`src/pkg/pms_pkg.sv`:
```
// Shared constants, register map and field layout of the supervisory control block.
package pms_pkg;

    // Clock and timing.
    localparam int unsigned CLK_MHZ        = 200;
    localparam int unsigned HOLD_TIME_MS   = 1000;
    localparam int unsigned HOLD_CYCLES    = HOLD_TIME_MS * 1000 * CLK_MHZ;
    localparam int unsigned REARM_TIME_US  = 32;
    localparam int unsigned REARM_CYCLES   = REARM_TIME_US * CLK_MHZ;

    // Register offsets.
    localparam logic [7:0] ADDR_INPUT_PATH = 8'h01;
    localparam logic [7:0] ADDR_FLAGS      = 8'h02;
    localparam logic [7:0] ADDR_MASK       = 8'h03;
    localparam logic [7:0] ADDR_STATUS     = 8'h04;
    localparam logic [7:0] ADDR_CHARGER    = 8'h05;

    // Reset values.
    localparam logic [7:0] RST_INPUT_PATH  = 8'h00;
    localparam logic [7:0] RST_MASK        = 8'h00;
    localparam logic       RST_CHARGER_ON  = 1'b0;

    // Field positions in input_path_control.
    localparam int unsigned ADAPTER_DRAIN_LSB = 6;
    localparam int unsigned USB_DRAIN_LSB     = 4;
    localparam logic [1:0]  DRAIN_FORCE_OFF   = 2'h3;

    // Event flag bit positions.
    localparam int unsigned EVT_BUTTON    = 0;
    localparam int unsigned EVT_USB       = 1;
    localparam int unsigned EVT_AC        = 2;
    localparam int unsigned EVT_FAULT_LSB = 3;
    localparam int unsigned FAULT_W       = 4;

    // Comparator input bit positions.
    localparam int unsigned CMP_AC_OVER_4V3    = 0;
    localparam int unsigned CMP_USB_OVER_4V3   = 1;
    localparam int unsigned CMP_AC_OVER_4V1    = 2;
    localparam int unsigned CMP_AC_OVER_UVOFF  = 3;
    localparam int unsigned CMP_USB_OVER_UVOFF = 4;
    localparam int unsigned CMP_AC_OVER_BAT190 = 5;
    localparam int unsigned CMP_AC_OVER_BAT125 = 6;
    localparam int unsigned CMP_USB_OVER_B190  = 7;
    localparam int unsigned CMP_USB_OVER_B125  = 8;
    localparam int unsigned CMP_BAT_OVER_1V5   = 9;
    localparam int unsigned CMP_BAT_OVER_UVLO  = 10;
    localparam int unsigned CMP_BAT_OVER_SC    = 11;
    localparam int unsigned CMP_BAT_OVER_LOWV  = 12;
    localparam int unsigned CMP_BAT_AT_VREG    = 13;
    localparam int unsigned CMP_W              = 14;

    // Charger phase codes.
    typedef enum logic [2:0] {
        CHG_IDLE,
        CHG_SHORT_TEST,
        CHG_PRECHARGE,
        CHG_FAST,
        CHG_CONST_V
    } pms_chg_phase_t;

    typedef enum logic [1:0] {
        ST_HOLD,
        ST_POWERUP,
        ST_ACTIVE
    } pms_state_t;

endpackage : pms_pkg

```
`src/logic/pms_sync.sv`:
```
// Two-stage synchroniser for a vector of asynchronous levels.
`timescale 1ns/1ps
module pms_sync #(
    parameter int unsigned      WIDTH   = 1,
    parameter logic [WIDTH-1:0] RST_VAL = '0
) (
    input  wire logic             core_clk_i,
    input  wire logic             rst_n_i,
    input  wire logic [WIDTH-1:0] async_i,
    output logic      [WIDTH-1:0] sync_o
);
    typedef struct packed {
        logic [WIDTH-1:0] meta;
        logic [WIDTH-1:0] stable;
    } pms_sync_state_t;

    pms_sync_state_t state_reg;
    pms_sync_state_t state_next;

    always_comb begin
        state_next.meta   = async_i;
        state_next.stable = state_reg.meta;
    end

    always_ff @(posedge core_clk_i or negedge rst_n_i) begin
        if (!rst_n_i) begin
            // Reset to the idle level of each pin so that no false edge follows reset.
            state_reg <= '{meta: RST_VAL, stable: RST_VAL};
        end else begin
            state_reg <= state_next;
        end
    end

    assign sync_o = state_reg.stable;

endmodule : pms_sync

```
`src/logic/pms_charger.sv`:
```
// Charger start check and phase sequencing.
`timescale 1ns/1ps
module pms_charger
    import pms_pkg::*;
(
    input  wire logic           core_clk_i,
    input  wire logic           rst_n_i,
    input  wire logic           enable_i,
    input  wire logic           bat_over_sc_i,
    input  wire logic           bat_over_lowv_i,
    input  wire logic           bat_at_vreg_i,
    output pms_pkg::pms_chg_phase_t phase_o,
    output logic                short_test_o
);
    typedef struct packed {
        pms_chg_phase_t phase;
        logic           short_test;
    } pms_chg_state_t;

    pms_chg_state_t state_reg;
    pms_chg_state_t state_next;

    always_comb begin
        state_next = state_reg;
        unique case (state_reg.phase)
            CHG_IDLE: begin
                if (enable_i) begin
                    state_next.phase = CHG_SHORT_TEST;
                end
            end
            CHG_SHORT_TEST: begin
                if (bat_over_sc_i) begin
                    state_next.phase = CHG_PRECHARGE;
                end
            end
            CHG_PRECHARGE: begin
                if (bat_over_lowv_i) begin
                    state_next.phase = CHG_FAST;
                end
            end
            CHG_FAST: begin
                if (bat_at_vreg_i) begin
                    state_next.phase = CHG_CONST_V;
                end
            end
            CHG_CONST_V: begin
                state_next.phase = CHG_CONST_V;
            end
            default: begin
                state_next.phase = CHG_IDLE;
            end
        endcase
        // Turning the charger off abandons any phase; a fresh start retests the pin.
        if (!enable_i) begin
            state_next.phase = CHG_IDLE;
        end
        state_next.short_test = (state_next.phase == CHG_SHORT_TEST);
    end

    always_ff @(posedge core_clk_i or negedge rst_n_i) begin
        if (!rst_n_i) begin
            state_reg <= '{phase: CHG_IDLE, short_test: 1'b0};
        end else begin
            state_reg <= state_next;
        end
    end

    assign phase_o      = state_reg.phase;
    assign short_test_o = state_reg.short_test;

endmodule : pms_charger

```
`src/logic/pms_supervisor.sv`:
```
// Supervisory restart, event request and power path selection logic.
//
// Behaviour
// - Restart pin low: rails off, registers default.
// - Rails stay off while low, at least 1 s.
// - Restart release enters active, starts power-up.
// - Events set flag and pull request low.
// - Flag read clears flags, releases request pin.
// - Lasting fault re-sets flag within 32 us.
// - Button edges and input status changes raise events.
// - Masks gate only the request pin.
// - Weak battery: valid above 4.3 V, hysteresis.
// - Both inputs valid: draw from AC.
// - Shorted battery: AC below 4.1 V uses USB.
// - Dead battery: AC stays once selected.
// - Good battery: present 190 mV, absent 125 mV.
// - No input or blocked: battery feeds system.
// - AC sink on: USB valid, AC absent.
// - USB sink on: AC valid, USB absent.
// - Both drain fields 11b force sinks off.
// - Charger tests battery short before charging.
// - Charge phases: precharge, fast, constant voltage.
// - Button edges flag; status shows level.
`timescale 1ns/1ps
module pms_supervisor
    import pms_pkg::*;
#(
    parameter int unsigned HOLD_COUNT = pms_pkg::HOLD_CYCLES
) (
    input  wire logic                       core_clk_i,
    input  wire logic                       rst_n_i,
    input  wire logic                       hard_restart_pin_n_i,
    input  wire logic                       button_input_n_i,
    input  wire logic [pms_pkg::CMP_W-1:0]  cmp_i,
    input  wire logic [pms_pkg::FAULT_W-1:0] fault_i,
    input  wire logic [7:0]                 reg_addr_i,
    input  wire logic                       reg_wr_i,
    input  wire logic                       reg_rd_i,
    input  wire logic [7:0]                 reg_wdata_i,
    output logic      [7:0]                 reg_rdata_o,
    output logic                            event_request_pin_o,
    output logic                            event_request_pin_oe_o,
    output logic                            rails_on_o,
    output logic                            powerup_start_o,
    output logic                            sel_ac_o,
    output logic                            sel_usb_o,
    output logic                            sel_bat_o,
    output logic                            ac_sink_o,
    output logic                            usb_sink_o,
    output logic                            bat_short_test_o,
    output logic      [2:0]                 charge_phase_o
);
    localparam int unsigned SYNC_W = CMP_W + FAULT_W + 2;
    // The restart and button pins idle high; comparators and faults idle low.
    localparam logic [SYNC_W-1:0] SYNC_RST = {2'b11, {(SYNC_W-2){1'b0}}};

    typedef struct packed {
        pms_state_t  st;
        logic [31:0] hold_cnt;
        logic [7:0]  input_path;
        logic [7:0]  mask;
        logic        charger_on;
        logic [7:0]  flags;
        logic        btn_level;
        logic        ac_valid;
        logic        usb_valid;
        logic        ac_locked;
        logic [7:0]  rdata;
        logic        req_oe;
        logic        rails_on;
        logic        powerup;
        logic        sel_ac;
        logic        sel_usb;
        logic        sel_bat;
        logic        ac_sink;
        logic        usb_sink;
    } pms_core_t;

    pms_core_t            core_reg;
    pms_core_t            core_next;
    logic [SYNC_W-1:0]    sync_q;
    logic [CMP_W-1:0]     cmp_q;
    logic [FAULT_W-1:0]   fault_q;
    logic                 restart_n_q;
    logic                 button_q;
    pms_chg_phase_t       chg_phase;
    logic                 chg_short_test;

    // Every analog result, fault input and the restart and button pins pass the synchroniser before any logic sees them.
    pms_sync #(
        .WIDTH   (SYNC_W),
        .RST_VAL (SYNC_RST)
    ) u_sync (
        .core_clk_i (core_clk_i),
        .rst_n_i    (rst_n_i),
        .async_i    ({hard_restart_pin_n_i, button_input_n_i, fault_i, cmp_i}),
        .sync_o     (sync_q)
    );

    assign cmp_q       = sync_q[CMP_W-1:0];
    assign fault_q     = sync_q[CMP_W+FAULT_W-1:CMP_W];
    assign button_q    = sync_q[CMP_W+FAULT_W];
    assign restart_n_q = sync_q[CMP_W+FAULT_W+1];

    pms_charger u_charger (
        .core_clk_i      (core_clk_i),
        .rst_n_i         (rst_n_i),
        .enable_i        (core_reg.charger_on),
        .bat_over_sc_i   (cmp_q[CMP_BAT_OVER_SC]),
        .bat_over_lowv_i (cmp_q[CMP_BAT_OVER_LOWV]),
        .bat_at_vreg_i   (cmp_q[CMP_BAT_AT_VREG]),
        .phase_o         (chg_phase),
        .short_test_o    (chg_short_test)
    );

    // Input validity with hysteresis; thresholds depend on the battery condition.
    function automatic logic input_valid(input logic prev, input logic weak_bat, input logic over_4v3,
                                         input logic over_uvoff, input logic over_190, input logic over_125);
        if (weak_bat) begin
            input_valid = prev ? over_uvoff : over_4v3;
        end else begin
            input_valid = prev ? over_125 : over_190;
        end
    endfunction : input_valid

    always_comb begin
        logic       weak_bat;
        logic       shorted_bat;
        logic       active;
        logic       flag_read;
        logic       force_off;
        logic [7:0] set_bits;
        weak_bat    = !cmp_q[CMP_BAT_OVER_UVLO];
        shorted_bat = !cmp_q[CMP_BAT_OVER_1V5];
        active      = 1'b0;
        force_off   = 1'b0;
        set_bits    = 8'h00;
        flag_read   = reg_rd_i && (reg_addr_i == ADDR_FLAGS);
        core_next   = core_reg;
        core_next.powerup = 1'b0;

        // Restart sequencing.
        unique case (core_reg.st)
            ST_HOLD: begin
                if (core_reg.hold_cnt < HOLD_COUNT) begin
                    core_next.hold_cnt = core_reg.hold_cnt + 32'h1;
                end
                if (restart_n_q && core_reg.hold_cnt >= HOLD_COUNT - 1) begin
                    core_next.st      = ST_POWERUP;
                    core_next.powerup = 1'b1;
                end
            end
            ST_POWERUP: begin
                core_next.st = ST_ACTIVE;
            end
            ST_ACTIVE: begin
                core_next.st = ST_ACTIVE;
            end
            default: begin
                core_next.st = ST_HOLD;
            end
        endcase
        core_next.rails_on = (core_next.st != ST_HOLD);
        active = (core_reg.st == ST_ACTIVE);

        // Register writes.
        if (reg_wr_i) begin
            unique case (reg_addr_i)
                ADDR_INPUT_PATH: core_next.input_path = reg_wdata_i;
                ADDR_MASK:       core_next.mask       = reg_wdata_i;
                ADDR_CHARGER:    core_next.charger_on = reg_wdata_i[0];
                default:         core_next.charger_on = core_reg.charger_on;
            endcase
        end

        // Input detection and path choice.
        core_next.btn_level = button_q;
        core_next.ac_valid  = input_valid(core_reg.ac_valid, weak_bat, cmp_q[CMP_AC_OVER_4V3],
                                          cmp_q[CMP_AC_OVER_UVOFF], cmp_q[CMP_AC_OVER_BAT190],
                                          cmp_q[CMP_AC_OVER_BAT125]);
        core_next.usb_valid = input_valid(core_reg.usb_valid, weak_bat, cmp_q[CMP_USB_OVER_4V3],
                                          cmp_q[CMP_USB_OVER_UVOFF], cmp_q[CMP_USB_OVER_B190],
                                          cmp_q[CMP_USB_OVER_B125]);
        core_next.sel_ac  = 1'b0;
        core_next.sel_usb = 1'b0;
        core_next.sel_bat = 1'b0;
        if (!active || (!core_reg.ac_valid && !core_reg.usb_valid)) begin
            core_next.sel_bat = 1'b1;
        end else if (core_reg.ac_valid && core_reg.usb_valid) begin
            // A dead battery keeps AC once chosen; a shorted one falls back below 4.1 V.
            if (weak_bat && !cmp_q[CMP_AC_OVER_4V1] && (shorted_bat || !core_reg.ac_locked)) begin
                core_next.sel_usb = 1'b1;
            end else begin
                core_next.sel_ac = 1'b1;
            end
        end else if (core_reg.ac_valid) begin
            core_next.sel_ac = 1'b1;
        end else begin
            core_next.sel_usb = 1'b1;
        end
        core_next.ac_locked = core_reg.ac_valid && (core_reg.ac_locked || core_reg.sel_ac);

        // Discharge sinks.
        force_off = (core_reg.input_path[ADAPTER_DRAIN_LSB +: 2] == DRAIN_FORCE_OFF) &&
                    (core_reg.input_path[USB_DRAIN_LSB +: 2] == DRAIN_FORCE_OFF);
        core_next.ac_sink  = !force_off && core_reg.usb_valid && !core_reg.ac_valid;
        core_next.usb_sink = !force_off && core_reg.ac_valid && !core_reg.usb_valid;

        // Events: a set arriving with the clearing read survives it.
        set_bits[EVT_BUTTON] = (button_q != core_reg.btn_level);
        set_bits[EVT_USB]    = (core_next.usb_valid != core_reg.usb_valid);
        set_bits[EVT_AC]     = (core_next.ac_valid != core_reg.ac_valid);
        set_bits[EVT_FAULT_LSB +: FAULT_W] = fault_q;
        core_next.flags = (flag_read ? 8'h00 : core_reg.flags) | set_bits;

        // Register reads, answered one cycle after the strobe.
        core_next.rdata = 8'h00;
        if (reg_rd_i) begin
            unique case (reg_addr_i)
                ADDR_INPUT_PATH: core_next.rdata = core_reg.input_path;
                ADDR_FLAGS:      core_next.rdata = core_reg.flags;
                ADDR_MASK:       core_next.rdata = core_reg.mask;
                ADDR_STATUS:     core_next.rdata = {core_reg.sel_bat, core_reg.sel_usb, core_reg.sel_ac,
                                                    core_reg.usb_valid, core_reg.ac_valid, 2'h0,
                                                    core_reg.btn_level};
                ADDR_CHARGER:    core_next.rdata = {chg_phase, 4'h0, core_reg.charger_on};
                default:         core_next.rdata = 8'h00;
            endcase
        end

        // The restart pin wins over everything and wipes the programmed state.
        if (!restart_n_q) begin
            core_next.st         = ST_HOLD;
            core_next.hold_cnt   = 32'h0;
            core_next.rails_on   = 1'b0;
            core_next.powerup    = 1'b0;
            core_next.input_path = RST_INPUT_PATH;
            core_next.mask       = RST_MASK;
            core_next.charger_on = RST_CHARGER_ON;
            core_next.flags      = 8'h00;
        end
        core_next.req_oe = |(core_next.flags & ~core_next.mask);
    end

    always_ff @(posedge core_clk_i or negedge rst_n_i) begin
        if (!rst_n_i) begin
            core_reg            <= '0;
            core_reg.st         <= ST_HOLD;
            core_reg.input_path <= RST_INPUT_PATH;
            core_reg.mask       <= RST_MASK;
            core_reg.charger_on <= RST_CHARGER_ON;
            core_reg.btn_level  <= 1'b1;
            core_reg.sel_bat    <= 1'b1;
        end else begin
            core_reg <= core_next;
        end
    end

    assign reg_rdata_o            = core_reg.rdata;
    assign event_request_pin_o    = 1'b0;
    assign event_request_pin_oe_o = core_reg.req_oe;
    assign rails_on_o             = core_reg.rails_on;
    assign powerup_start_o        = core_reg.powerup;
    assign sel_ac_o               = core_reg.sel_ac;
    assign sel_usb_o              = core_reg.sel_usb;
    assign sel_bat_o              = core_reg.sel_bat;
    assign ac_sink_o              = core_reg.ac_sink;
    assign usb_sink_o             = core_reg.usb_sink;
    assign bat_short_test_o       = chg_short_test;
    assign charge_phase_o         = chg_phase;

    function automatic logic set_none();
        set_none = (button_q == core_reg.btn_level) && (core_next.usb_valid == core_reg.usb_valid) &&
                   (core_next.ac_valid == core_reg.ac_valid);
    endfunction : set_none
endmodule : pms_supervisor

```
`config.mk`:
```
export PLATFORM = sky130hd
export DESIGN_NAME = pms_supervisor
export DESIGN_NICKNAME = d
export VERILOG_FILES = /design/src/pkg/pms_pkg.sv /design/src/logic/pms_sync.sv /design/src/logic/pms_charger.sv /design/src/logic/pms_supervisor.sv
export SDC_FILE = /design/constraint.sdc
export NUM_CORES = 1
export LEC_CHECK = 0
export CAP_MARGIN = 20
export CORE_MARGIN = 1.5
export CORE_UTILIZATION = 40
export CTS_CLUSTER_DIAMETER = 40
export DETAILED_ROUTE_END_ITERATION = 8
export DONT_BUFFER_PORTS = 1
export MAX_ROUTING_LAYER = met4
export PLACE_DENSITY = 0.62
export SLEW_MARGIN = 0
export SYNTH_ARGS = -nofsm -noshare
export SYNTH_HDL_FRONTEND = slang
export SYNTH_SLANG_ARGS = --single-unit
```
`constraint.sdc`:
```
create_clock -name core_clk_i -period 6.2 [get_ports core_clk_i]
set_input_delay 0.62 -clock core_clk_i [delete_from_list [all_inputs] [get_ports core_clk_i]]
set_output_delay 0.62 -clock core_clk_i [all_outputs]
set_load 0.005 [all_outputs]
```
Yosys cells after proc, flatten, opt, wreduce, memory -nomap -nowiden
Cells that the tools add are included.
Operators by class
  add/subtract/negate cells: 1
  multiply operators: 0
  divide/modulo/power cells: 0
  $lt $le $gt $ge: 2
  equality and inequality tests: 22
  shift operators: 0
  muxes and demuxes: 33
  bitwise logic cells: 3
  reduce and logical (&&, ||, !) cells: 31
Operators with widths (number)
  32-bit 2-to-1 mux: 2
  59-bit 2-to-1 mux: 1
  8-bit case mux with 5 select lines: 1
  32-bit by 1-bit adder with 32-bit output, second input constant: 1
  32-bit by 28-bit greater-or-equal comparator with 1-bit output, second input constant: 1
  32-bit by 28-bit less-than comparator with 1-bit output, second input constant: 1
  8-bit 2-to-1 mux: 4
  17-bit 2-to-1 mux: 1
  8-bit by 2-bit equality test with 1-bit output, second input constant: 2
  8-bit by 3-bit equality test with 1-bit output, second input constant: 2
  3-bit case mux with 5 select lines: 1
  1-bit 2-to-1 mux: 14
  1-bit logical AND: 12
  3-bit 2-to-1 mux: 4
  2-bit inequality test, second input constant: 5
  8-bit AND: 1
  8-bit by 1-bit equality test with 1-bit output, second input constant: 1
  1-bit zero test: 8
  2-bit 2-to-1 mux: 4
  8-bit NOT: 1
  8-bit by 7-bit OR with 8-bit output: 1
  8-bit OR reduction: 1
  2-bit equality test, second input constant: 3
  3-bit by 1-bit equality test with 1-bit output, second input constant: 2
  11 further kinds: 18
Word-level totals
  register bits after elaboration: 123
  bits in latches: 0
  memory bits (writable): 0
  memory bits (read-only): 0
  input port bits: 40
  output and inout bits: 21
  memories: 0

Logic depth before layout (Yosys ltp)
  depth in word-level cells: 8
  gate-level depth with buffers: 9

Hierarchy
Synthesis repeated with hierarchy kept, for this count alone.
Second synthesis, totals
  cell total of the unflattened synthesis: 439
  area, all modules: 5076.1 µm²
By module, submodules not included
  pms_supervisor: times used 1, cells an instance 383, area each 3882.5 µm²
  pms_sync: times used 1, cells an instance 40, area each 1006.0 µm²
  pms_charger: times used 1, cells an instance 16, area each 187.7 µm²

Worst setup path before layout
No wires, ideal clock.
  path kind: input to register
  from: input reg_addr_i[2]
  to: register core_reg (netlist bit event_request_pin_oe_o)
  setup time: 0.139 ns
  arrival: 2.078 ns
  slack: 3.983 ns
  stages: 6
  buffers on the path: 0
  cell sequence: nor4b_4 a41oi_4 a22o_1 o211ai_2 nand2_1 or4_1
RTL lines
  start: declaration: line pms_supervisor.sv:36  | input wire logic [7:0] reg_addr_i,
  end signal: assignment: line pms_supervisor.sv:255  | core_reg <= core_next;
  end: declaration: line pms_supervisor.sv:79  | pms_core_t core_reg;

Final worst setup path
  from: register core_reg[76] in the netlist's numbering
  to: register core_reg[54] in the netlist's numbering
On the way
  word-level cells in the longest chain between the ends: 3
Ends and longest elaborated chain
  32-bit by 28-bit less-than comparator with 1-bit output: line pms_supervisor.sv:145  | if (core_reg.hold_cnt < HOLD_COUNT) begin
  2-bit inequality test (no source line)
  2-bit AND reduction (no source line)
Every way passes these cells.
A chain may end at the register's enable or synchronous reset.

==> insert_results.sql <==
INSERT INTO impl_metrics (metric_group, metric, value, unit) VALUES
('clocking', 'clk_pin_slew', '50', 'ps'),
('clocking', 'cts.path.max_buffers', '2', ''),
('clocking', 'cts.repair_timing.setup_buffer_count', '0', ''),
('routing', 'detail_route.wl_per_cell', '16.3', 'µm'),
('job', 'max_cap_viols', '0', ''),
('critical_path', 'timing.critical_path.slowest_stage_cell', 'nand4_1', ''),
('synthesis', 'ys_dominant_reg_cell', 'dfrtp_1', ''),
('finish', 'antenna-diode-count', '0', ''),
('sta', 'final-max-slew-violation-count', '0', ''),
('routing', 'drtIter0Drc', '311', ''),
('placed_design', 'gpl.final_weighted_congestion', '0.798', ''),
('finish', 'layout-drive-gt1-share', '12.7', '%'),
('routing', 'post_drt_via_cell_ratio', '5.24', ''),
('critical_path', 'critPathLaunch', 'core_reg[76]', ''),
('synthesis', 'post_synth_instance_area', '5220', 'µm²'),
('sta', 'timing.final.ws_setup', '3330', 'ps'),
('grt', 'grt_pass1_vias', '3321', ''),
('critical_path', 'cp_num_buf_inv', '0', ''),
('synthesis', 'synth_enable_flop_cells', '0', ''),
('synthesis', 'synth_top_cell_by_area', 'dfrtp_1', ''),
('synthesis', 'postSynthRegisterBits', '123', ''),
('finish', 'area.growth.synth_to_final', '14.0', '%'),
('synthesis', 'synth_seq_area_share', '59.2', '%'),
('sta', 'timing_hold_violations_final', '0', ''),
('power_and_ir_drop', 'seq_power_share', '43.1', '%'),
('sta', 'peak_freq', '0.349', 'GHz'),
('critical_path', 'cp.required', '6540', 'ps'),
('synthesis', 'yosys.cell_types.count', '57', ''),
('sta', 'worst_slew_margin_rel', '38.7', '%'),
('synthesis', 'post-synth-top-area-fraction', '56.1', '%'),
('floorplanning', 'die_w', '117', 'µm'),
('sta', 'skew', '4.31', 'ps'),
('clocking', 'clock_sinks', '123', ''),
('sta', 'rsz0062_at_grt', 'false', ''),
('synthesis', 'yosys.cell_count.top_type', 'dfrtp_1', ''),
('sta', 'finalWorstPathRequiredPeriod', '2870', 'ps'),
('finish', 'post-route-cell-area', '5940', 'µm²'),
('grt', 'globalRouteTotalUtil', '17.3', '%'),
('sta', 'setup_violations', '0', ''),
('critical_path', 'timing_worst_setup_path_type', 'flip-flop to flip-flop', ''),
('grt', 'antenna_found_initial', '0', ''),
('critical_path', 'cp-end-kind', 'flip-flop', ''),
('power_and_ir_drop', 'max-vdd-ir-drop', '167', 'µV'),
('outcome', 'run_status', 'finished clean', ''),
('clocking', 'cts-buffers-inserted', '17', ''),
('sta', 'post-route-period-util', '46.2', '%'),
('finish', 'nets', '510', ''),
('synthesis', 'synth_nets', '518', ''),
('floorplanning', 'number_of_primary_i_o_pins', '61', ''),
('critical_path', 'crit_path_frequent_cell', 'nor4_1', ''),
('power_and_ir_drop', 'swShare', '20.1', '%'),
('grt', 'grt_max_degree', '118', ''),
('routing', 'drc', '0', ''),
('synthesis', 'netlist_top_cells_area', 'dfrtp_1 (56%), nand2_1 (3.9%), xnor2_1 (3.2%)', ''),
('grt', 'global_route_total_overflow', '0', ''),
('power_and_ir_drop', 'internal_power', '1.58', 'mW'),
('power_and_ir_drop', 'static-leakage-power', '2.47', 'nW'),
('finish', 'post-route-util', '46.9', '%'),
('routing', 'vias', '3419', ''),
('power_and_ir_drop', 'power_frac_clock', '53.7', '%'),
('critical_path', 'cpLargestDelayFamily', 'simple AND/OR/NAND/NOR gates', ''),
('routing', 'route.antenna.remaining_nets', '0', ''),
('power_and_ir_drop', 'power.share.combinational', '3.2', '%'),
('floorplanning', 'die-area', '13700', 'µm²'),
('clocking', 'cts.htree.levels', '4', ''),
('floorplanning', 'std_cell_rows', '41', ''),
('routing', 'drt_first_pass_iters', '4', ''),
('floorplanning', 'start_util', '41.2', '%'),
('synthesis', 'synthesis.instances', '475', ''),
('clocking', 'tritoncts', 'done', ''),
('floorplanning', 'die_h', '117', 'µm');
[area by class of cell]
cell class              instances  area (µm²)
fillers                      1167        6730
clock buffers                  20         447
well taps                     172         215
repair buffers                  2        35.0
multi-input cells             309        1910
inverters                      14        52.6
clock inverters                12         195
flip-flops and latches        123        3090
[through the flow]
step | total power, mW | instances
finish | 1.97 | 652
global route | 2.04 | 652
CTS | 2.00 | 652
detailed placement | 0.912 | 619
global placement | 0.911 | 619
floorplan | 0.899 | 475
[per-layer routing]
layer	track usage [%]	share of wire, %	vias up
met2	26.5	49	87
met4	7.47	2.3	0
met5	-	0	-
met3	5.51	5.5	21
met1	21.0	44	1669
li1	-	-	1642
[power groups by stage]
stage	clock network, mW	registers, mW	logic (mW)
finish	1.06	0.851	0.0635
global placement	0	0.864	0.0471
detailed placement	0	0.865	0.0475
floorplan	0	0.854	0.0455
global route	1.12	0.854	0.0722
CTS	1.08	0.851	0.0652
[worst reg2reg max path: cells and delay by family, from the launching register on]
kind             cells  cell delay, ps
multiplexers         1             170
flip-flops           1             370
AND/OR/NAND/NOR      4            2250
[logic make-up (layout without fill, tap and decap cells)]
kind of cell / Yosys count / after routing / synth area share (%)
AOI/OAI and AO/OA: 74 / 74 / 9.57
xor gates and xnor gates: 20 / 20 / 3.36
adders and majority gates: 3 / 3 / 0.720
buffers and inverters: 43 / 48 / 4.15
DFF: 123 / 123 / 59.2
muxes: 15 / 15 / 3.38
other: 1 / 1 / 0.0719
and+or+nand+nor: 196 / 196 / 19.6
[placed cells by master (no fill, tap or decap), types with 5 or more instances in the layout]
cell type | synthesis | final
nor3_1 | 12 | 12
nor2_1 | 43 | 43
nand2_1 | 54 | 54
and2_1 | 6 | 6
mux2i_1 | 12 | 12
xnor2_1 | 19 | 19
nand4_1 | 7 | 7
o21ai_0 | 9 | 9
nor4_1 | 10 | 10
dfstp_2 | 6 | 6
nand3_1 | 28 | 28
inv_1 | 13 | 13
a22oi_1 | 8 | 8
clkbuf_16 | 0 | 17
nand2b_1 | 6 | 6
dfrtp_1 | 117 | 117
a21oi_1 | 30 | 30
bufinv_16 | 0 | 5
[worst paths after layout]
kind,endpoint,slack (ps),cells past startpoint
min reg2reg,u_sync.sync_o[8],340,0
min in group core_clk_i,u_sync.state_next[19],200,0
max in group asynchronous,u_sync.state_next[14],5600,1
min,u_sync.state_next[19],50,0
max reg2reg,core_reg[54],3330,5
max,core_reg[54],3330,5
Note: power is estimated with default switching activity, not from simulation.
